--- src/hw/conv_mode_pkg.sv ---
/*
  Package for the converter mode and pin control block: control word layout,
  reset values, timing counts, status layout and the trim sequencer states.
  Assumes a single 250 MHz reference clock.
*/
`default_nettype none
package conv_mode_pkg;

  // ****************************************************************
  // Clock and timing
  // ****************************************************************
  localparam int unsigned CLK_PERIOD_PS      = 4000;
  localparam int unsigned WAIT_LONG_NS       = 100000;
  localparam int unsigned WAIT_SHORT_NS      = 10000;
  localparam int unsigned WAIT_LONG_CYC      = (WAIT_LONG_NS * 1000) / CLK_PERIOD_PS;
  localparam int unsigned WAIT_SHORT_CYC     = (WAIT_SHORT_NS * 1000) / CLK_PERIOD_PS;
  localparam int unsigned TRIG_LOW_NS        = 80;
  localparam int unsigned TRIG_HIGH_NS       = 80;
  localparam int unsigned TRIG_LOW_CYC       = (TRIG_LOW_NS * 1000 + CLK_PERIOD_PS - 1) / CLK_PERIOD_PS;
  localparam int unsigned TRIG_HIGH_CYC      = (TRIG_HIGH_NS * 1000 + CLK_PERIOD_PS - 1) / CLK_PERIOD_PS;
  localparam int unsigned TRIM_RUN_NS        = 4000;
  localparam int unsigned TRIM_RUN_CYC       = (TRIM_RUN_NS * 1000) / CLK_PERIOD_PS;
  localparam int unsigned PWRUP_NS           = 400;
  localparam int unsigned PWRUP_CYC          = (PWRUP_NS * 1000) / CLK_PERIOD_PS;
  localparam int unsigned CNT_W              = 16;

  // ****************************************************************
  // Registers
  // ****************************************************************
  localparam logic [3:0]  ADDR_CTRL          = 4'h0;
  localparam logic [3:0]  ADDR_STATUS        = 4'h1;
  localparam logic [3:0]  ADDR_IRQ_MASK      = 4'h2;
  localparam logic [3:0]  ADDR_EXT_MODE      = 4'h3;
  localparam int unsigned BIT_INTERLEAVE     = 7;
  localparam int unsigned BIT_Q_POWERDOWN    = 10;
  localparam int unsigned BIT_I_POWERDOWN    = 11;
  localparam int unsigned BIT_PATTERN        = 12;
  localparam int unsigned BIT_TRIM_TRIGGER   = 15;
  localparam logic [15:0] CTRL_RESET         = 16'h0000;
  localparam logic [15:0] CTRL_WMASK         = 16'h9c80;
  localparam logic [2:0]  MASK_RESET         = 3'h0;
  localparam logic        EXT_MODE_RESET     = 1'b0;
  localparam int unsigned ST_TRIM_DONE       = 0;
  localparam int unsigned ST_I_READY         = 1;
  localparam int unsigned ST_Q_READY         = 2;

  // ****************************************************************
  // Types
  // ****************************************************************
  typedef struct packed {
    logic ext_mode_enable_n;
    logic dual_edge_select;
    logic self_trim_wait_select;
    logic self_trim_trigger;
    logic i_channel_powerdown;
    logic q_channel_powerdown;
    logic pattern_output_select;
    logic output_unsplit_select;
  } pins_t;

  typedef struct packed {
    logic interleaved;
    logic i_powerdown;
    logic q_powerdown;
    logic pattern;
    logic unsplit;
  } mode_t;

  typedef enum logic [1:0] {
    TRIM_WAIT = 2'b00,
    TRIM_IDLE = 2'b01,
    TRIM_RUN  = 2'b10,
    TRIM_HOLD = 2'b11
  } trim_state_t;

endpackage : conv_mode_pkg
`default_nettype wire

--- src/hw/pin_sync.sv ---
/*
  Two-flop synchroniser for a bundle of control pins.
  Assumes the pins are asynchronous to i_ref_clk.
*/
`default_nettype none
module pin_sync
  import conv_mode_pkg::*;
(
  input  wire logic  i_ref_clk,
  input  wire logic  i_reset_n,
  input  wire pins_t i_pins,
  output var  pins_t o_pins
);

  pins_t meta_q;

  always_ff @(posedge i_ref_clk or negedge i_reset_n) begin
    if (!i_reset_n) begin
      // Reset to strap mode so no false extended mode follows reset
      meta_q <= '{ext_mode_enable_n: 1'b1, default: 1'b0};
      o_pins <= '{ext_mode_enable_n: 1'b1, default: 1'b0};
    end else begin
      meta_q <= i_pins;
      o_pins <= meta_q;
    end
  end

endmodule : pin_sync
`default_nettype wire

--- src/hw/converter_mode_pin_control.sv ---
/*
  Mode and control logic of a dual-channel converter: interleave select,
  self-trim sequencing, per-channel power-down, pattern and output split
  selects, from strap pins or control word. Assumes asynchronous pins and a
  simple one-cycle register port driven from the i_ref_clk domain.
*/
// Function
// RQ1 - Strap mode, interleave high: both channels sample I input, Q ignored.
// RQ2 - Strap mode, interleave low: I and Q run as independent converters.
// RQ3 - Extended mode ignores interleave pin, uses control bit 7, default independent.
// RQ4 - Wait select high gives long power-on trim wait, low gives short.
// RQ5 - Trigger low for minimum, then high for minimum, runs one trim.
// RQ6 - Trigger high at power-on withholds automatic trim until cycled low-high.
// RQ7 - Extended mode ORs trigger with bit 15; both low before rise counts.
// RQ8 - Trim active output high exactly while a trim sequence runs.
// RQ9 - Power-down high stops channel; low restores after finite delay.
// RQ10 - Extended mode ORs I power-down with bit 11, Q with bit 10.
// RQ11 - Strap mode, pattern pin high: fixed repeating test pattern output.
// RQ12 - Extended mode ignores pattern pin, uses control bit 12 only.
// RQ13 - Unsplit pin high selects 1:1 bus, low selects 1:2, any mode.
// RQ14 - Enable_n low enters extended mode; high resets control word, follows pins.
// RQ15 - Pins synchronised; trigger sequence detected on synchronised level only.
`default_nettype none
module converter_mode_pin_control
  import conv_mode_pkg::*;
(
  input  wire logic        i_ref_clk,
  input  wire logic        i_reset_n,
  input  wire pins_t       i_pins,
  input  wire logic [3:0]  i_addr,
  input  wire logic [15:0] i_wdata,
  input  wire logic        i_wr,
  input  wire logic        i_rd,
  output var  logic [15:0] o_rdata,
  output var  mode_t       o_mode,
  output var  logic        o_self_trim_active,
  output var  logic [9:0]  o_pattern_word,
  output var  logic        o_irq
);

  // ****************************************************************
  // Pin synchronisation
  // ****************************************************************
  pins_t pins_s;

  pin_sync u_pin_sync (
    .i_ref_clk (i_ref_clk),
    .i_reset_n (i_reset_n),
    .i_pins    (i_pins),
    .o_pins    (pins_s)   // RQ15
  );

  // ****************************************************************
  // Control word and register port
  // ****************************************************************
  logic [15:0] ctrl_q;
  logic [2:0]  status_q;
  logic [2:0]  mask_q;
  logic [2:0]  events;
  logic        ext_mode;
  logic        wr_ctrl;
  logic        wr_mask;
  logic        rd_status;
  logic [15:0] rdata_d;

  assign ext_mode  = !pins_s.ext_mode_enable_n;          // RQ14
  assign wr_ctrl   = i_wr && (i_addr == ADDR_CTRL) && ext_mode;
  assign wr_mask   = i_wr && (i_addr == ADDR_IRQ_MASK);
  assign rd_status = i_rd && (i_addr == ADDR_STATUS);

  always_comb begin
    case (i_addr)
      ADDR_CTRL:     rdata_d = ctrl_q;
      ADDR_STATUS:   rdata_d = {13'h0000, status_q};
      ADDR_IRQ_MASK: rdata_d = {13'h0000, mask_q};
      ADDR_EXT_MODE: rdata_d = {15'h0000, ext_mode};
      default:       rdata_d = 16'h0000;
    endcase
  end

  always_ff @(posedge i_ref_clk or negedge i_reset_n) begin
    if (!i_reset_n) begin
      ctrl_q <= CTRL_RESET;
    end else if (!ext_mode) begin
      ctrl_q <= CTRL_RESET;                              // RQ14
    end else if (wr_ctrl) begin
      ctrl_q <= i_wdata & CTRL_WMASK;
    end
  end

  always_ff @(posedge i_ref_clk or negedge i_reset_n) begin
    if (!i_reset_n) begin
      o_rdata  <= 16'h0000;
      mask_q   <= MASK_RESET;
      status_q <= 3'h0;
    end else begin
      o_rdata  <= i_rd ? rdata_d : 16'h0000;
      if (wr_mask) begin
        mask_q <= i_wdata[2:0];
      end
      // Set wins over read-clear
      status_q <= (rd_status ? 3'h0 : status_q) | events;
    end
  end

  assign o_irq = |(status_q & mask_q);

  // ****************************************************************
  // Mode selection
  // ****************************************************************
  logic i_pd_req;
  logic q_pd_req;
  logic trig_level;

  assign trig_level = pins_s.self_trim_trigger | (ext_mode & ctrl_q[BIT_TRIM_TRIGGER]); // RQ7
  assign i_pd_req   = pins_s.i_channel_powerdown | (ext_mode & ctrl_q[BIT_I_POWERDOWN]); // RQ9 RQ10
  assign q_pd_req   = pins_s.q_channel_powerdown | (ext_mode & ctrl_q[BIT_Q_POWERDOWN]); // RQ9 RQ10

  mode_t mode_d;
  always_comb begin
    mode_d.interleaved = ext_mode ? ctrl_q[BIT_INTERLEAVE] : pins_s.dual_edge_select;    // RQ1 RQ2 RQ3
    mode_d.pattern     = ext_mode ? ctrl_q[BIT_PATTERN] : pins_s.pattern_output_select;  // RQ11 RQ12
    mode_d.unsplit     = pins_s.output_unsplit_select;                                   // RQ13
    mode_d.i_powerdown = i_pd_req;
    mode_d.q_powerdown = q_pd_req;
  end

  always_ff @(posedge i_ref_clk or negedge i_reset_n) begin
    if (!i_reset_n) begin
      o_mode <= '0;
    end else begin
      o_mode <= mode_d;
    end
  end

  // ****************************************************************
  // Channel power-up delay
  // ****************************************************************
  logic [CNT_W-1:0] i_up_q;
  logic [CNT_W-1:0] q_up_q;
  logic             i_ready;
  logic             q_ready;
  logic             i_ready_q;
  logic             q_ready_q;

  assign i_ready = (i_up_q == CNT_W'(PWRUP_CYC));
  assign q_ready = (q_up_q == CNT_W'(PWRUP_CYC));

  always_ff @(posedge i_ref_clk or negedge i_reset_n) begin
    if (!i_reset_n) begin
      i_up_q    <= '0;
      q_up_q    <= '0;
      i_ready_q <= 1'b0;
      q_ready_q <= 1'b0;
    end else begin
      i_up_q    <= i_pd_req ? '0 : (i_ready ? i_up_q : i_up_q + 1'b1);  // RQ9
      q_up_q    <= q_pd_req ? '0 : (q_ready ? q_up_q : q_up_q + 1'b1);  // RQ9
      i_ready_q <= i_ready;
      q_ready_q <= q_ready;
    end
  end

  // ****************************************************************
  // Test pattern
  // ****************************************************************
  always_ff @(posedge i_ref_clk or negedge i_reset_n) begin
    if (!i_reset_n) begin
      o_pattern_word <= 10'h000;
    end else if (mode_d.pattern) begin
      o_pattern_word <= ~o_pattern_word;                 // RQ11
    end else begin
      o_pattern_word <= 10'h000;
    end
  end

  // ****************************************************************
  // Self-trim sequencer
  // ****************************************************************
  trim_state_t      state_q;
  trim_state_t      state_d;
  logic [CNT_W-1:0] cnt_q;
  logic [CNT_W-1:0] low_cnt_q;
  logic [CNT_W-1:0] high_cnt_q;
  logic             armed_q;
  logic [2:0]       settle_q;
  logic             first_valid;
  logic             low_ok;
  logic             cmd_start;
  logic [CNT_W-1:0] wait_cyc;
  logic             trim_done;

  assign low_ok    = (low_cnt_q == CNT_W'(TRIG_LOW_CYC));
  assign cmd_start = armed_q && trig_level && (high_cnt_q == CNT_W'(TRIG_HIGH_CYC - 1)); // RQ5 RQ15
  assign wait_cyc  = pins_s.self_trim_wait_select ? CNT_W'(WAIT_LONG_CYC) : CNT_W'(WAIT_SHORT_CYC); // RQ4
  assign trim_done = (state_q == TRIM_RUN) && (cnt_q == CNT_W'(TRIM_RUN_CYC - 1));
  // Synchronised pins are first valid two edges after reset
  assign first_valid = (settle_q == 3'b011);

  always_comb begin
    state_d = state_q;
    case (state_q)
      TRIM_WAIT: if (first_valid && trig_level) state_d = TRIM_HOLD;  // RQ6
                 else if (cnt_q >= wait_cyc) state_d = TRIM_RUN;      // RQ4
      TRIM_HOLD: if (cmd_start) state_d = TRIM_RUN;                  // RQ6
      TRIM_IDLE: if (cmd_start) state_d = TRIM_RUN;                  // RQ5
      TRIM_RUN:  if (trim_done) state_d = TRIM_IDLE;
      default:   state_d = TRIM_IDLE;
    endcase
  end

  always_ff @(posedge i_ref_clk or negedge i_reset_n) begin
    if (!i_reset_n) begin
      state_q    <= TRIM_WAIT;
      cnt_q      <= '0;
      settle_q   <= 3'b000;
      low_cnt_q  <= '0;
      high_cnt_q <= '0;
      armed_q    <= 1'b0;
    end else begin
      state_q <= state_d;
      settle_q <= {settle_q[1:0], 1'b1};
      cnt_q   <= (state_d != state_q) ? '0 : cnt_q + 1'b1;
      if (!trig_level) begin
        low_cnt_q  <= low_ok ? low_cnt_q : low_cnt_q + 1'b1;          // RQ7
        high_cnt_q <= '0;
        armed_q    <= low_ok;
      end else begin
        low_cnt_q  <= '0;
        high_cnt_q <= cmd_start ? high_cnt_q : high_cnt_q + 1'b1;
        armed_q    <= armed_q && !cmd_start;
      end
    end
  end

  assign o_self_trim_active = (state_q == TRIM_RUN);    // RQ8
  assign events = {q_ready && !q_ready_q, i_ready && !i_ready_q, trim_done};

  // ****************************************************************
  // Assertions
  // ****************************************************************
  a_ext_ignores_pin: assert property (@(posedge i_ref_clk) disable iff (!i_reset_n) // RQ3
    ext_mode |=> o_mode.interleaved == $past(ctrl_q[BIT_INTERLEAVE]))
    else $error("interleave not from control bit");
  a_strap_interleave: assert property (@(posedge i_ref_clk) disable iff (!i_reset_n) // RQ1
    !ext_mode |=> o_mode.interleaved == $past(pins_s.dual_edge_select))
    else $error("interleave not from pin");
  a_pattern_select: assert property (@(posedge i_ref_clk) disable iff (!i_reset_n) // RQ12
    ext_mode && !ctrl_q[BIT_PATTERN] |=> !o_mode.pattern)
    else $error("pattern active without bit");
  a_unsplit_follow: assert property (@(posedge i_ref_clk) disable iff (!i_reset_n) // RQ13
    1'b1 |=> o_mode.unsplit == $past(pins_s.output_unsplit_select))
    else $error("unsplit not following pin");
  a_pd_or: assert property (@(posedge i_ref_clk) disable iff (!i_reset_n) // RQ10
    ext_mode && ctrl_q[BIT_I_POWERDOWN] |=> o_mode.i_powerdown)
    else $error("I power-down bit ignored");
  a_ctrl_reset: assert property (@(posedge i_ref_clk) disable iff (!i_reset_n) // RQ14
    !ext_mode |=> ctrl_q == CTRL_RESET)
    else $error("control word not reset");
  a_trim_no_start: assert property (@(posedge i_ref_clk) disable iff (!i_reset_n) // RQ5
    (state_q == TRIM_IDLE) && !armed_q |=> state_q != TRIM_RUN)
    else $error("trim started without low phase");
  a_trim_active: assert property (@(posedge i_ref_clk) disable iff (!i_reset_n) // RQ8
    $rose(o_self_trim_active) |-> o_self_trim_active [*8])
    else $error("trim active dropped early");
  a_trim_full_run: assert property (@(posedge i_ref_clk) disable iff (!i_reset_n) // RQ8
    $fell(o_self_trim_active) |-> $past(cnt_q) == CNT_W'(TRIM_RUN_CYC - 1))
    else $error("trim active ended before full run");
  a_hold_power_on: assert property (@(posedge i_ref_clk) disable iff (!i_reset_n) // RQ6
    (state_q == TRIM_HOLD) && !cmd_start |=> state_q == TRIM_HOLD)
    else $error("held trim released without trigger");
  a_pd_stops: assert property (@(posedge i_ref_clk) disable iff (!i_reset_n) // RQ9
    i_pd_req |=> !i_ready)
    else $error("I channel ready while powered down");
  a_ready_delay: assert property (@(posedge i_ref_clk) disable iff (!i_reset_n) // RQ9
    $rose(i_ready) |-> $past(i_up_q) == CNT_W'(PWRUP_CYC - 1))
    else $error("I channel ready without power-up delay");
  a_strap_pd: assert property (@(posedge i_ref_clk) disable iff (!i_reset_n) // RQ9
    !ext_mode |=> o_mode.i_powerdown == $past(pins_s.i_channel_powerdown))
    else $error("I power-down not following pin");
  a_q_pd_or: assert property (@(posedge i_ref_clk) disable iff (!i_reset_n) // RQ10
    ext_mode && ctrl_q[BIT_Q_POWERDOWN] |=> o_mode.q_powerdown)
    else $error("Q power-down bit ignored");
  a_strap_pattern: assert property (@(posedge i_ref_clk) disable iff (!i_reset_n) // RQ11
    !ext_mode |=> o_mode.pattern == $past(pins_s.pattern_output_select))
    else $error("pattern not following pin");
  a_pattern_toggle: assert property (@(posedge i_ref_clk) disable iff (!i_reset_n) // RQ11
    mode_d.pattern |=> o_pattern_word == ~$past(o_pattern_word))
    else $error("pattern word not repeating");
  a_power_on_hold: assert property (@(posedge i_ref_clk) disable iff (!i_reset_n) // RQ6
    first_valid && trig_level && (state_q == TRIM_WAIT) |=> state_q == TRIM_HOLD)
    else $error("power-on trim not withheld");
  a_wait_select: assert property (@(posedge i_ref_clk) disable iff (!i_reset_n) // RQ4
    (state_q == TRIM_WAIT) && (cnt_q < wait_cyc) |=> state_q != TRIM_RUN)
    else $error("power-on trim started before wait");

  c_power_on_trim: cover property (@(posedge i_ref_clk) disable iff (!i_reset_n)
    (state_q == TRIM_WAIT) ##1 (state_q == TRIM_RUN));
  c_cmd_trim: cover property (@(posedge i_ref_clk) disable iff (!i_reset_n)
    (state_q == TRIM_IDLE) && cmd_start);
  c_ext_interleave: cover property (@(posedge i_ref_clk) disable iff (!i_reset_n)
    ext_mode && o_mode.interleaved);
  c_irq: cover property (@(posedge i_ref_clk) disable iff (!i_reset_n) o_irq);

endmodule : converter_mode_pin_control
`default_nettype wire

--- config.mk ---
export PLATFORM = sky130hd
export DESIGN_NAME = converter_mode_pin_control
export DESIGN_NICKNAME = d
export VERILOG_FILES = /design/src/hw/conv_mode_pkg.sv /design/src/hw/pin_sync.sv /design/src/hw/converter_mode_pin_control.sv
export SDC_FILE = /design/constraint.sdc
export NUM_CORES = 1
export LEC_CHECK = 0
export BUFFER_PORTS_ARGS = -buffer_cell sky130_fd_sc_hd__buf_2
export CAP_MARGIN = 20
export CORE_ASPECT_RATIO = 0.75
export CORE_MARGIN = 2
export CORE_UTILIZATION = 59
export DETAILED_ROUTE_END_ITERATION = 8
export GPL_TIMING_DRIVEN = 1
export PLACE_DENSITY = 0.91
export SETUP_SLACK_MARGIN = 0.4
export SYNTH_ARGS = -nofsm -noshare
export SYNTH_HDL_FRONTEND = slang
export SYNTH_SLANG_ARGS = --single-unit
--- constraint.sdc ---
create_clock -name i_ref_clk -period 2.71 [get_ports i_ref_clk]
set_input_delay 0.271 -clock i_ref_clk [delete_from_list [all_inputs] [get_ports i_ref_clk]]
set_output_delay 0.271 -clock i_ref_clk [all_outputs]
set_load 0.05 [all_outputs]
* Yosys cells after proc, flatten, opt, wreduce, memory -nomap -nowiden
Cells that the tools add are included.
** Storage, ports and cells
- Logic and storage cells :: 112
- Input port bits :: 32
- Register bits :: 157
- Output and inout port bits :: 33
** Cells by class
- Mux-type cells :: 24
- Reduce and logical (&&, ||, !) cells :: 20
- Add/subtract/negate cells :: 5
- Bitwise logic cells :: 9
- Eq/ne operators :: 17
- Magnitude comparators :: 1
** Operator list (number)
- $mux 16 :: 12
- $add 16x1->16 const B :: 5
- $pmux 16 s4 :: 1
- $eq 16x5->1 const B :: 2
- $eq 16x7->1 const B :: 2
- $eq 16x10->1 const B :: 1
- $ge 16x15->1 :: 1
- $mux 15 :: 1
- $logic_and 1x1->1 :: 11
- $mux 10 :: 1
- $not 10->10 :: 1
- $eq 4x2->1 const B :: 2
- $mux 2 :: 4
- $ne 2x2->1 const B :: 4
- $pmux 2 s3 :: 1
- $eq 2x2->1 const B :: 2
- $eq 4x1->1 const B :: 1
- $logic_not 1->1 :: 4
- $logic_not 4->1 :: 1
- $and 1x1->1 :: 3
- $and 3x3->3 :: 1
- $eq 3x2->1 const B :: 1
- $mux 1 :: 3
- $mux 3 :: 1
- other kinds (8) :: 10

* Depth between registers and ports, before layout
Gate-level depths: netlist of the first run.
- Word-level depth :: 9
- Depth in mapped cells :: 8
- Gate-level depth less buffers :: 7

* By module
From an unflattened synthesis of the first run, not the netlist that was laid out.
** Second synthesis, totals
- Cell total of the unflattened synthesis :: 591
- Area, all modules :: 6321.1 um^2
** By module, submodules not included
- converter_mode_pin_control :: cells each 575, instances 1, area each 5918.2 um^2, sequential area each 3052.9 um^2
- pin_sync :: cells each 16, instances 1, area each 402.9 um^2, sequential area each 402.9 um^2

* Worst setup path after synthesis of the first run
Ideal clock, no wire load.
- Kind :: register to register
- Start :: register cnt_q[6]
- End :: register state_q[1]
- Buffers on the path :: 1
- Cell stages (with the launch flop) :: 8
- Clock period less this slack :: 1.919 ns
- Library setup time :: 0.118 ns
- Arrival :: 1.801 ns
- Path slack :: 0.791 ns
- Required time :: 2.592 ns
- Cell sequence :: dfrtp_1 -> ha_1 -> or4_1 -> a21oi_1 -> or4_1 -> o211ai_2 -> buf_6 -> a21o_1
** Between the ends
- Cells in the longest elaborated chain, start to end :: 4
- Elaborated cells on any way between the ends :: 7
- Those cells by class :: order compare: 1; eq/ne: 1; mux: 4; reduce/logical: 1
** RTL lines
- start: declaration :: RTL line converter_mode_pin_control.sv:181 : logic [CNT_W-1:0] cnt_q;
- start signal: assignment :: RTL line converter_mode_pin_control.sv:222 : cnt_q <= (state_d != state_q) ? '0 : cnt_q + 1'b1;
- $ge 16x15->1 / $eq 16x10->1 (equally long branches) :: RTL line converter_mode_pin_control.sv:203, converter_mode_pin_control.sv:195
- $mux 2 / $logic_and 1x1->1 (equally long branches) :: RTL line converter_mode_pin_control.sv:203, converter_mode_pin_control.sv:195
- $mux 2 (on tied branches) :: RTL line converter_mode_pin_control.sv:202, converter_mode_pin_control.sv:206
- $pmux 2 s3 (*) :: RTL line converter_mode_pin_control.sv:201 : case (state_q)
- net state_d[1] :: RTL line converter_mode_pin_control.sv:180 : trim_state_t state_d;
- end signal: assignment :: RTL line converter_mode_pin_control.sv:220 : state_q <= state_d;
- end: declaration :: RTL line converter_mode_pin_control.sv:179 : trim_state_t state_q;
Mark *: on every way through the listed nets, which the timed path passes. The rest lies on a longest branch.
A chain may end at the register's enable or synchronous reset.

* Worst setup path after layout of the first run
- Start :: register u_pin_sync.o_pins[5] in the netlist's numbering
- End :: register cnt_q[5]
** Between the ends
- Cells in the longest elaborated chain, start to end :: 7
** RTL lines
- start: declaration :: RTL line pin_sync.sv:12 : output var pins_t o_pins
- start signal: assignment :: RTL line pin_sync.sv:24 : o_pins <= meta_q;
- $mux 15 :: RTL line converter_mode_pin_control.sv:194 : assign wait_cyc = pins_s.self_trim_wait_select ? CNT_W'(WAIT_LONG_CYC) : CNT_W'(WAIT_SHORT_CYC);
- $ge 16x15->1 :: RTL line converter_mode_pin_control.sv:203 : else if (cnt_q >= wait_cyc) state_d = TRIM_RUN;
- $mux 2 :: RTL line converter_mode_pin_control.sv:203
- $mux 2 :: RTL line converter_mode_pin_control.sv:202 : TRIM_WAIT: if (first_valid && trig_level) state_d = TRIM_HOLD;
- $pmux 2 s3 :: RTL line converter_mode_pin_control.sv:201
- $ne 2x2->1 :: RTL line converter_mode_pin_control.sv:222
- $mux 16 :: RTL line converter_mode_pin_control.sv:222
No other way between the ends.

==> flow_results.org, run 1 <==
** Status
- Run status :: finished clean

** Layout
- Sequential cell area :: 0.00346 mm2
- Compared with the post-synthesis result, the final layout area differs by 17.6%.
- Cells with a size suffix above 1 make up 15.2% of the layout.
- Cell Count, Final, Fillers Out :: 802
- The net count of the finished layout is 699.
- Fill cells in the final layout number 707.
- Final standard cell utilization of the core :: 71.3%
- The library cells used most frequently in the layout, excluding fill and tap cells, are 136 x sky130_fd_sc_hd__dfrtp_1, 84 x sky130_fd_sc_hd__nor2_1, 47 x sky130_fd_sc_hd__buf_2.
- Commonest non-fill, non-tap cell in the layout :: sky130_fd_sc_hd__dfrtp_1
- Multi-input gate area :: 0.00261 mm2

** Worst setup path
- Startpoint of the worst setup timing path :: u_pin_sync.o_pins[5]$_DFF_PN0_
- In this run the worst path has a maximum fanout of 8.
- Capturing element type of the critical path :: flip-flop
- At the worst endpoint, the required time is 3.04 ns.
- The worst setup path is of the reg2reg kind.
- STA classifies the critical path startpoint as a flip-flop.
- Crit Reg-Reg Startpoint :: u_pin_sync.o_pins[5]$_DFF_PN0_
- Data on the critical path arrives at its endpoint at 2.59 ns.

** Power and ir drop
- Net switching power figure :: 1.44 mW
- Overall power consumption :: 5.33 mW
- Dividing total power by cell area gives a power density of 729 mW/mm2.
- Highest ir drop seen on vdd :: 0.636 mV
- The internal portion of the total power is 3.89 mW.
- Net switching fraction of the power :: 27.0%
- Per report_power, the sequential group accounts for 44.0% of the total.
- Combinational group share of total power :: 11.7%
- Proportion of power drawn by the clock network :: 44.3%
- Static leakage :: 3.44 nW

** CTS
- At the later pin of the worst-skew pair, clock insertion delay measures 0.42 ns.
- TritonCTS built the clock tree.
- The H-tree generated during clock tree synthesis spans 4 levels.
- In this run the post-CTS setup repair buffer count came out at 0.
- Buffer cell driving the clock tree root :: sky130_fd_sc_hd__clkbuf_16
- Counting the buffers created by CTS gives 17.
- CTS sink count :: 138
- Clock-pin slew reported for the worst setup and hold paths after clock tree synthesis :: 0.06 ns
- The clock passes through at most 2 buffers.

** Floorplan
- Effective utilization at floorplan :: 60.6%
- The floorplan step defined a die boundary enclosing 0.0114 mm2.
- Die X :: 122 um
- Count of standard-cell rows :: 32
- Core region area :: 0.0102 mm2
- During I/O placement, the number of pins put on the boundary was 65.
- In this run the vertical extent of the chip is 92.9 um.

** STA
- Period utilization :: 83.4%
- The number of hold violations in the final report is 0.
- Across the routed clock network, the largest skew measured is 0.00687 ns.
- For the pin with the worst max-slew slack, the measured transition is 0.790 ns.
- Worst hold slack across all endpoints :: 0.102 ns
- Accumulated negative setup slack :: 0 ns
- Setup violations remaining at the end of the flow were counted as 0.
- Crit path time final :: 2.26 ns
- The final-report max-slew violation count is 0.
- Timing-limited maximum frequency :: 442 MHz
- Measured against its own limit, the worst slew margin works out to 45.8%.
- Setup repair after global routing left no endpoint under its margin.

** Yosys
- The cell area that synthesis handed to floorplanning was 0.00621 mm2.
- Cell count after synthesis :: 584
- The Yosys step of the flow raised 0 warnings.
- By area, the combinational part of the netlist is dominated by simple AND/OR/NAND/NOR gates.
- The synthesized design contains 138 register bits.
- Main synth FF type :: sky130_fd_sc_hd__dfrtp_1
- After Yosys synthesis, and, or, nand and nor cells account for 22.1% of the synthesized area.
- Count of unique library cells instantiated by Yosys :: 51
- Library cell with the largest summed area after synthesis :: sky130_fd_sc_hd__dfrtp_1
- Sequential cells were found to cover 55.6% of the synthesized design area.
- The synthesized netlist devotes 8.88% of its cell area to XOR and XNOR gates.
- Averaged over all synthesized cells, the footprint is 10.6 um2.
- Top cells by area, synth :: sky130_fd_sc_hd__dfrtp_1 55%, sky130_fd_sc_hd__xor2_1 5.5%, sky130_fd_sc_hd__nor2_1 5.1%, sky130_fd_sc_hd__xnor2_1 3.4%, sky130_fd_sc_hd__ha_1 3.2%
- Complex-gate fraction of the synthesized area :: 4.71%
- The top cell type by area accounts for 54.8% of the synthesized area.
- After Yosys synthesis, full adders, half adders and majority gates account for 3.22% of the synthesized area.
- EDFF count, synth :: 0
- Measured against the total synthesized area, the mux share comes to 2.01%.
- Async set-or-reset flop fraction in the synthesized netlist :: 100%

** Run
- Max-cap viol count :: 0

** Routing
- The first TritonRoute pass finished after 5 iterations.
- Post-detailed-route wirelength per cell :: 16.9 um
- Once detail routing completed, the nets flagged for antenna violations numbered 0.
- DRT Wirelength :: 13500 um
- For this block, the initial DRC count from the detailed router was 276.
- Using the TritonRoute via totals, the vias-per-cell ratio works out to 5.71.
- DRC violation count after routing :: 0
- The routed layout has 4583 vias.

** Placement
- Detailed placement HPWL :: 8460 um
- In this run, placement finished with an instance count of 758.
- At the end of routability-driven placement, the weighted congestion stood at 0.896.
- Count of buffers inserted at the top-level ports :: 48

** Min path
- The startpoint identified for the worst hold timing path is i_wdata[1].
- Path category of the worst min-delay check :: in2reg

** Global route
- Entering global routing, the biggest net connects 70 pins.
- The number of antenna violations at the first check in global routing was 2.
- The first global-routing pass estimated 22800 um of wire.
- Via count of the first global-routing pass :: 4736
- Total routing resource utilization after global routing :: 26.1%
- Summed over all layers, the global routing overflow is 0.
==> area by class of cell <==
class / count / area share [%]
multi-input combinational: 412 / 35.7
timing repair buffer: 60 / 5.08
sequential: 138 / 47.3
inverter: 22 / 1.13
clock buffer: 21 / 6.57
tap: 136 / 2.33
antenna: 2 / 0.0685
clock inverter: 11 / 1.83
==> layer usage <==
layer / GRT usage (%) / part of all wire [%] / vias to the layer above
met1: 32.2 / 43 / 2288
met4: 9.48 / 1.7 / 0
met3: 7.94 / 5.9 / 24
li1: - / - / 2127
met5: 0 / 0 / -
met2: 43.4 / 50 / 144
==> through the flow <==
stage / worst slack, ns / cell area [um2]
floorplan: 0.791 / 6240
global placement: 0.589 / 6570
detailed placement: 0.435 / 6570
CTS: 0.485 / 7280
global route: 0.351 / 7310
finish: 0.449 / 7310
==> synthesized netlist by cell type (4+ instances only) <==
cell / n
sky130_fd_sc_hd__inv_1: 22
sky130_fd_sc_hd__dfrtp_1: 136
sky130_fd_sc_hd__or3_1: 10
sky130_fd_sc_hd__or4_1: 6
sky130_fd_sc_hd__o21ai_0: 13
sky130_fd_sc_hd__nor3_1: 27
sky130_fd_sc_hd__xnor2_1: 24
sky130_fd_sc_hd__nand3_1: 28
sky130_fd_sc_hd__ha_1: 16
sky130_fd_sc_hd__and2_1: 7
sky130_fd_sc_hd__a21oi_1: 15
sky130_fd_sc_hd__nand2_1: 39
sky130_fd_sc_hd__nor2_1: 84
sky130_fd_sc_hd__buf_4: 8
sky130_fd_sc_hd__and3_1: 10
sky130_fd_sc_hd__and4_1: 5
sky130_fd_sc_hd__clkbuf_1: 9
sky130_fd_sc_hd__a21o_1: 4
sky130_fd_sc_hd__or2_2: 4
sky130_fd_sc_hd__xor2_1: 39
sky130_fd_sc_hd__mux2i_1: 8
sky130_fd_sc_hd__mux2_2: 4
sky130_fd_sc_hd__nand4_1: 18
sky130_fd_sc_hd__nor4_1: 6
==> power by group through the flow <==
stage	sequential [mW]	clock [mW]	combinational (mW)
2_1_floorplan	2.37	0	0.395
3_3_place_gp	2.35	0	0.558
3_5_place_dp	2.36	0	0.593
4_1_cts	2.33	2.38	0.613
5_1_grt	2.36	2.48	0.690
6_report	2.34	2.36	0.622
==> critical path, stage by stage, from the launching register on <==
cell,delay (ns)
sky130_fd_sc_hd__dfrtp_1,0.42
sky130_fd_sc_hd__inv_1,0.19
sky130_fd_sc_hd__ha_1,0.29
sky130_fd_sc_hd__a21o_1,0.21
sky130_fd_sc_hd__a2111oi_4,0.49
sky130_fd_sc_hd__o211ai_2,0.30
sky130_fd_sc_hd__nor3_1,0.27
==> repair_timing <==
item	in CTS	in global routing
pin swaps	0	1
hold buffers	9	0
resized for setup	1	1
endpoints found under the setup margin	1	3
cloned	0	1
hold endpoints to repair	75	0
==> sequential cells by signal (all words and copies together) (netlist names), 8 cells and up <==
register,count
cnt_q,16
high_cnt_q,16
i_up_q,16
low_cnt_q,16
q_up_q,16
o_pattern_word,10
o_rdata,8
u_pin_sync.meta_q,8
u_pin_sync.o_pins,8
==> kinds of logic (layout without fill, tap and decap cells) <==
| family | Yosys count | after routing |
|---|---|---|
| adders and majority gates | 16 | 16 |
| AOI/OAI and AO/OA | 45 | 46 |
| other | 2 | 11 |
| xor gates and xnor gates | 63 | 63 |
| buffers and inverters | 42 | 114 |
| muxes | 12 | 12 |
| and+or+nand+nor | 266 | 266 |
| DFF | 138 | 138 |
==> worst paths after layout <==
check,to,slack (ns),cells past startpoint
worst max-delay path,cnt_q[5]$_DFF_PN0_,0.45,6
worst min-delay path,mask_q[1]$_DFFE_PN0P_,0.10,2
worst max register to register,cnt_q[5]$_DFF_PN0_,0.45,6
worst min register to register,u_pin_sync.o_pins[3]$_DFF_PN0_,0.35,0
max in group asynchronous,u_pin_sync.meta_q[7]$_DFF_PN1_,1.55,3
min in group asynchronous,o_mode[0]$_DFF_PN0_,0.43,2
No activity file was read; power rests on OpenSTA's default activity.
==> inputs of run 2 (changes only) <==
--- a/config.mk
+++ b/config.mk
@@ -5,6 +5,7 @@
 export SDC_FILE = /design/constraint.sdc
 export NUM_CORES = 1
 export LEC_CHECK = 0
+export ABC_AREA = 1
 export BUFFER_PORTS_ARGS = -buffer_cell sky130_fd_sc_hd__buf_2
 export CAP_MARGIN = 20
 export CORE_ASPECT_RATIO = 0.75
==> constraint.sdc (replaced) <==
create_clock -name i_ref_clk -period 2.35 [get_ports i_ref_clk]
set_input_delay 0.235 -clock i_ref_clk [delete_from_list [all_inputs] [get_ports i_ref_clk]]
set_output_delay 0.235 -clock i_ref_clk [all_outputs]
set_load 0.05 [all_outputs]
==> run 2 against run 1 <==
- non-clock buffer count increased by 14
- critical path type unchanged
- total power rose by 18%
- combinational power increased by 55%
- die area up 3.7%
- largest cell class unchanged
- critical endpoint is now cnt_q[11]$_DFF_PN0_
- sequential share of layout area down 3.3 points
- first-iteration DRC count rose to 2.8 times the previous value
- final area up 7.6%
- via count up 24%
- routed wire length grew 29%
- area after synthesis rose by 3.8%
==> flow_results.org, run 2 <==
** Yosys
- Portion of the post-synthesis area used by sequential elements :: 53.6% (-2.0 points)
- Main synth FF type :: sky130_fd_sc_hd__dfrtp_1
- The number of library cell types mapped by synthesis came to 40 (-22%).
- Cell area after synthesis :: 0.00645 mm2 (+3.8%)
- Top cells by area, synth :: sky130_fd_sc_hd__dfrtp_1 53%, sky130_fd_sc_hd__nand2_1 7.0%, sky130_fd_sc_hd__inv_1 6.2%, sky130_fd_sc_hd__nor2_1 4.7%, sky130_fd_sc_hd__o21ai_0 3.8%
- Cell count after synthesis :: 731 (+25%)
- Warnings, synthesis :: 0 (unchanged)
- Post-synthesis area per instance :: 8.82 um2 (-17%)
- The register bit total from synthesis was 138 (unchanged).
- Parity-gate share of the synthesized area counting xor and xnor cells :: 2.44% (-6.4 points)
- By area, the combinational part of the netlist is dominated by simple AND/OR/NAND/NOR gates.
- Complex-gate fraction of the synthesized area :: 8.19% (+3.5 points)
- Leading cell type by number of instances after synthesis :: sky130_fd_sc_hd__dfrtp_1
- The share of synthesized flip-flops with an asynchronous set or reset came to 100% (unchanged).
- Summed over all instances, the cell type with the most area after synthesis is sky130_fd_sc_hd__dfrtp_1.
- Simple-gate share of the synthesized area :: 24.2% (+2.1 points)
- List of most frequent post-synthesis cells :: 136 x sky130_fd_sc_hd__dfrtp_1, 120 x sky130_fd_sc_hd__nand2_1, 107 x sky130_fd_sc_hd__inv_1
- The number of enable-type register cells in the synthesized netlist was 0 (unchanged).
- The synthesized-area fraction occupied by adder cells came to 3.10% (-0.12 points).
- The portion of netlist area occupied by mux cells was 0.524% (-1.5 points).
- The share of the synthesized area in the top cell type is 52.8% (-2.0 points).

** Power and ir drop
- The total power density per cell area was 799 mW/mm2 (+9.6%).
- The largest voltage drop on the vdd net was 0.829 mV (+30%).
- Static leakage :: 3.77 nW (+9.5%)

** Floorplan
- Count of standard-cell rows :: 33 (+3.1%)
- Effective utilization at floorplan :: 59.9% (-0.77 points)
- Core region area :: 0.0108 mm2 (+5.1%)
- I/O pins :: 65 (unchanged)
- The die height is 94.6 um (+1.8%).
- The area enclosed by the die boundary was 0.0118 mm2 (+3.7%).
- Die X :: 125 um (+1.8%)

** Global route
- The via count of the first global-routing pass came to 5404 (+14%).
- Pin count of the biggest net entering global routing :: 64 (-8.6%)
- The number of antenna violations at the first check in global routing was 0 (-2).
- The remaining global-route overflow was 0 (unchanged).
- The combined global-route utilization of all metal layers is 28.5% (+2.4 points).
- First-pass GRT wire length :: 26400 um (+16%)

** CTS
- CTS tree :: yes
- The TritonCTS sink count is 138 (unchanged).
- The clock slew at the register clock pins of the worst setup and hold paths is 0.06 ns (about the same).
- The insertion delay to the later sink of the worst-skew pair came to 0.43 ns (about the same).
- Buffer cell driving the clock tree root :: sky130_fd_sc_hd__clkbuf_16
- The maximum level of the CTS H-tree is 4 (unchanged).
- The maximum buffer depth of the clock tree is 2 (unchanged).
- Inserted Clock Buffers :: 17 (unchanged)

** Placement
- Detailed placement HPWL :: 9220 um (+8.9%)
- Post-placement cell count :: 920 (+21%)
- The number of I/O port buffers came to 48 (unchanged).
- Placement-stage worst setup slack :: 0.356 ns (-0.0793 ns)
- Gpl congestion :: 0.903 (+0.84%)

** STA
- Min setup slack post-route :: 0.332 ns (-0.117 ns)
- The number of setup violations in the final report is 0 (unchanged).
- Timing-limited maximum frequency :: 496 MHz (+12%)
- The number of hold violations in the final report is 0 (unchanged).
- The total negative slack for setup checks came to 0 ns (unchanged).
- The maximum clock skew at final layout was 0.0144 ns (+0.00757 ns).
- Period utilization :: 85.9% (+2.4 points)
- The minimum period implied by the final worst setup slack was 2.02 ns (-0.243 ns).
- Max-slew violations :: 0 (unchanged)
- The worst max-slew margin expressed relative to the limit was 63.4% (+18 points).
- Setup repair after global routing missed its margin :: yes
- Worst-Margin Slew :: 0.549 ns (-0.242 ns)

** Layout
- The number of non-filler instances in the completed layout is 972 (+21%).
- Most frequent cells in the layout :: 132 x sky130_fd_sc_hd__dfrtp_1, 115 x sky130_fd_sc_hd__nand2_1, 105 x sky130_fd_sc_hd__inv_1
- The final net count was 867 (+24%).
- Post-synthesis to final-layout area growth :: 21.9%
- The final antenna diode count came to 0 (-2).
- Share of final-layout standard cells stronger than drive strength 1 :: 20.7% (+5.5 points)
- The post-route core utilization is 73.0% (+1.6 points).
- The library cell used most frequently in the layout, excluding fill and tap cells, is sky130_fd_sc_hd__dfrtp_1.

** Status
- Run status :: finished clean

** Routing
- The count of vias placed by the detailed router came to 5679 (+24%).
- The detailed-routing iteration count for the pre-antenna-repair pass came to 8 (+3).
- Post-detailed-route wirelength per cell :: 17.9 um (+6.3%)
- DRC violation count after routing :: 0 (unchanged)
- Starting DRC count in detailed routing :: 771 (+180%)
- Final antenna-violating net count :: 0 (unchanged)
- The total wire length came to 17400 um (+29%).
- Drt via density :: 5.84 (+2.2%)

** Worst setup path
- The worst-case reg-to-reg path depth came to 11 (+5).
- Cell type of the slowest stage on the worst timing path :: sky130_fd_sc_hd__dfrtp_1
- Capturing element type of the critical path :: flip-flop
- Startpoint type of the worst setup path :: flip-flop
- The delay of the slowest cell on the worst path was 0.44 ns (-0.05 ns).
- Peak fanout along the critical path :: 8 (unchanged)
- Cell Chain, Critical Path :: inv_4 > buf_4 > ha_1 > a21o_1 > a21oi_2 > nand2_1 > nand2_2 > nand2_4 > nand2_8 > nand2_8 > nor2_4
- Data arrival at the endpoint of the critical path :: 2.36 ns (-0.23 ns)
- Most frequent cell on the critical path :: sky130_fd_sc_hd__nand2_8
- The critical path is of the reg2reg type.
- Required time at the endpoint of the critical path :: 2.69 ns (-0.35 ns)

** Min path
- In this run the worst hold path is classified as in2reg.
- The count of cells along the worst hold path was 2 (unchanged).

** Run
- The max-capacitance violation count is 0 (unchanged).
==> run 2: changes by cell type after synthesis, sizes merged, moves of 21 or more <==
cell	change
nand2	+87
nand3	+21
o21ai	+37
inv	+88
a21oi	+22
xor2	-28
==> run 2: kinds of logic (layout without fill, tap and decap cells) <==
logic type      count (synthesis)  after routing
xor+xnor                       18             18
flops                         138            138
compound gates                 99             99
simple gates                  331            332
mux                             3              3
other cells                     2              9
buf+inv                       124            217
fa+ha+maj                      16             16
==> run 2: final cells by class <==
class / instances / area (um2)
flip-flops and latches: 138 / 3460
fillers: 661 / 2910
multi-input cells: 477 / 2750
clock buffers: 22 / 474
repair buffers: 74 / 464
inverters: 111 / 419
well taps: 140 / 175
clock inverters: 10 / 119
==> run 2: repair_timing <==
action	4_1_cts	5_1_grt
setup buffers	2	8
endpoints found under the setup margin	16	26
gates resized for setup	7	46
endpoints found under the hold margin	67	0
pin swaps	1	15
hold buffers	9	0
cloned	1	0
==> run 2: layer usage <==
| metal | part of all wire (%) | routed length [um] | vias to the layer above | global-route usage (%) |
|---|---|---|---|---|
| met5 | 0 | 0 | - | 0 |
| met2 | 48 | 8330 | 353 | 47.3 |
| li1 | - | - | 2535 | - |
| met1 | 39 | 6800 | 2701 | 36.4 |
| met4 | 5.1 | 885 | 0 | 12.6 |
| met3 | 8.2 | 1430 | 90 | 6.63 |
==> run 2: power by group <==
group	switching [mW]	internal (mW)	leakage [nW]
logic	0.665	0.300	1.65
registers	0.127	2.50	1.83
clock network	1.04	1.65	0.283
==> run 2: critical path, delay by kind of cell, from the launching register on <==
family / cells / cell delay (ns)
AOI/OAI and AO/OA: 2 / 0.31
adders and majority gates: 1 / 0.31
buffers and inverters: 2 / 0.25
DFF: 1 / 0.44
and+or+nand+nor: 6 / 0.64
==> run 2: through the flow <==
step                cell area (um2)  hold slack, ns  power, mW
floorplan                      6480         -0.0606       3.13
global placement               6860           0.246       3.27
detailed placement             6860           0.244       3.31
CTS                            7610          0.0424       6.04
global route                   7860          0.0483       6.48
finish                         7860          0.0472       6.28
==> run 2: worst paths after layout <==
path | startpoint | endpoint | slack (ns)
setup / recovery | u_pin_sync.o_pins[5]$_DFF_PN0_ | cnt_q[11]$_DFF_PN0_ | 0.33
max in group asynchronous | i_reset_n | u_pin_sync.meta_q[7]$_DFF_PN1_ | 1.23
hold reg to reg | u_pin_sync.meta_q[2]$_DFF_PN0_ | u_pin_sync.o_pins[2]$_DFF_PN0_ | 0.35
setup reg to reg | u_pin_sync.o_pins[5]$_DFF_PN0_ | cnt_q[11]$_DFF_PN0_ | 0.33
min in group asynchronous | i_reset_n | o_mode[1]$_DFF_PN0_ | 0.36
hold / removal | i_wdata[1] | mask_q[1]$_DFFE_PN0P_ | 0.05
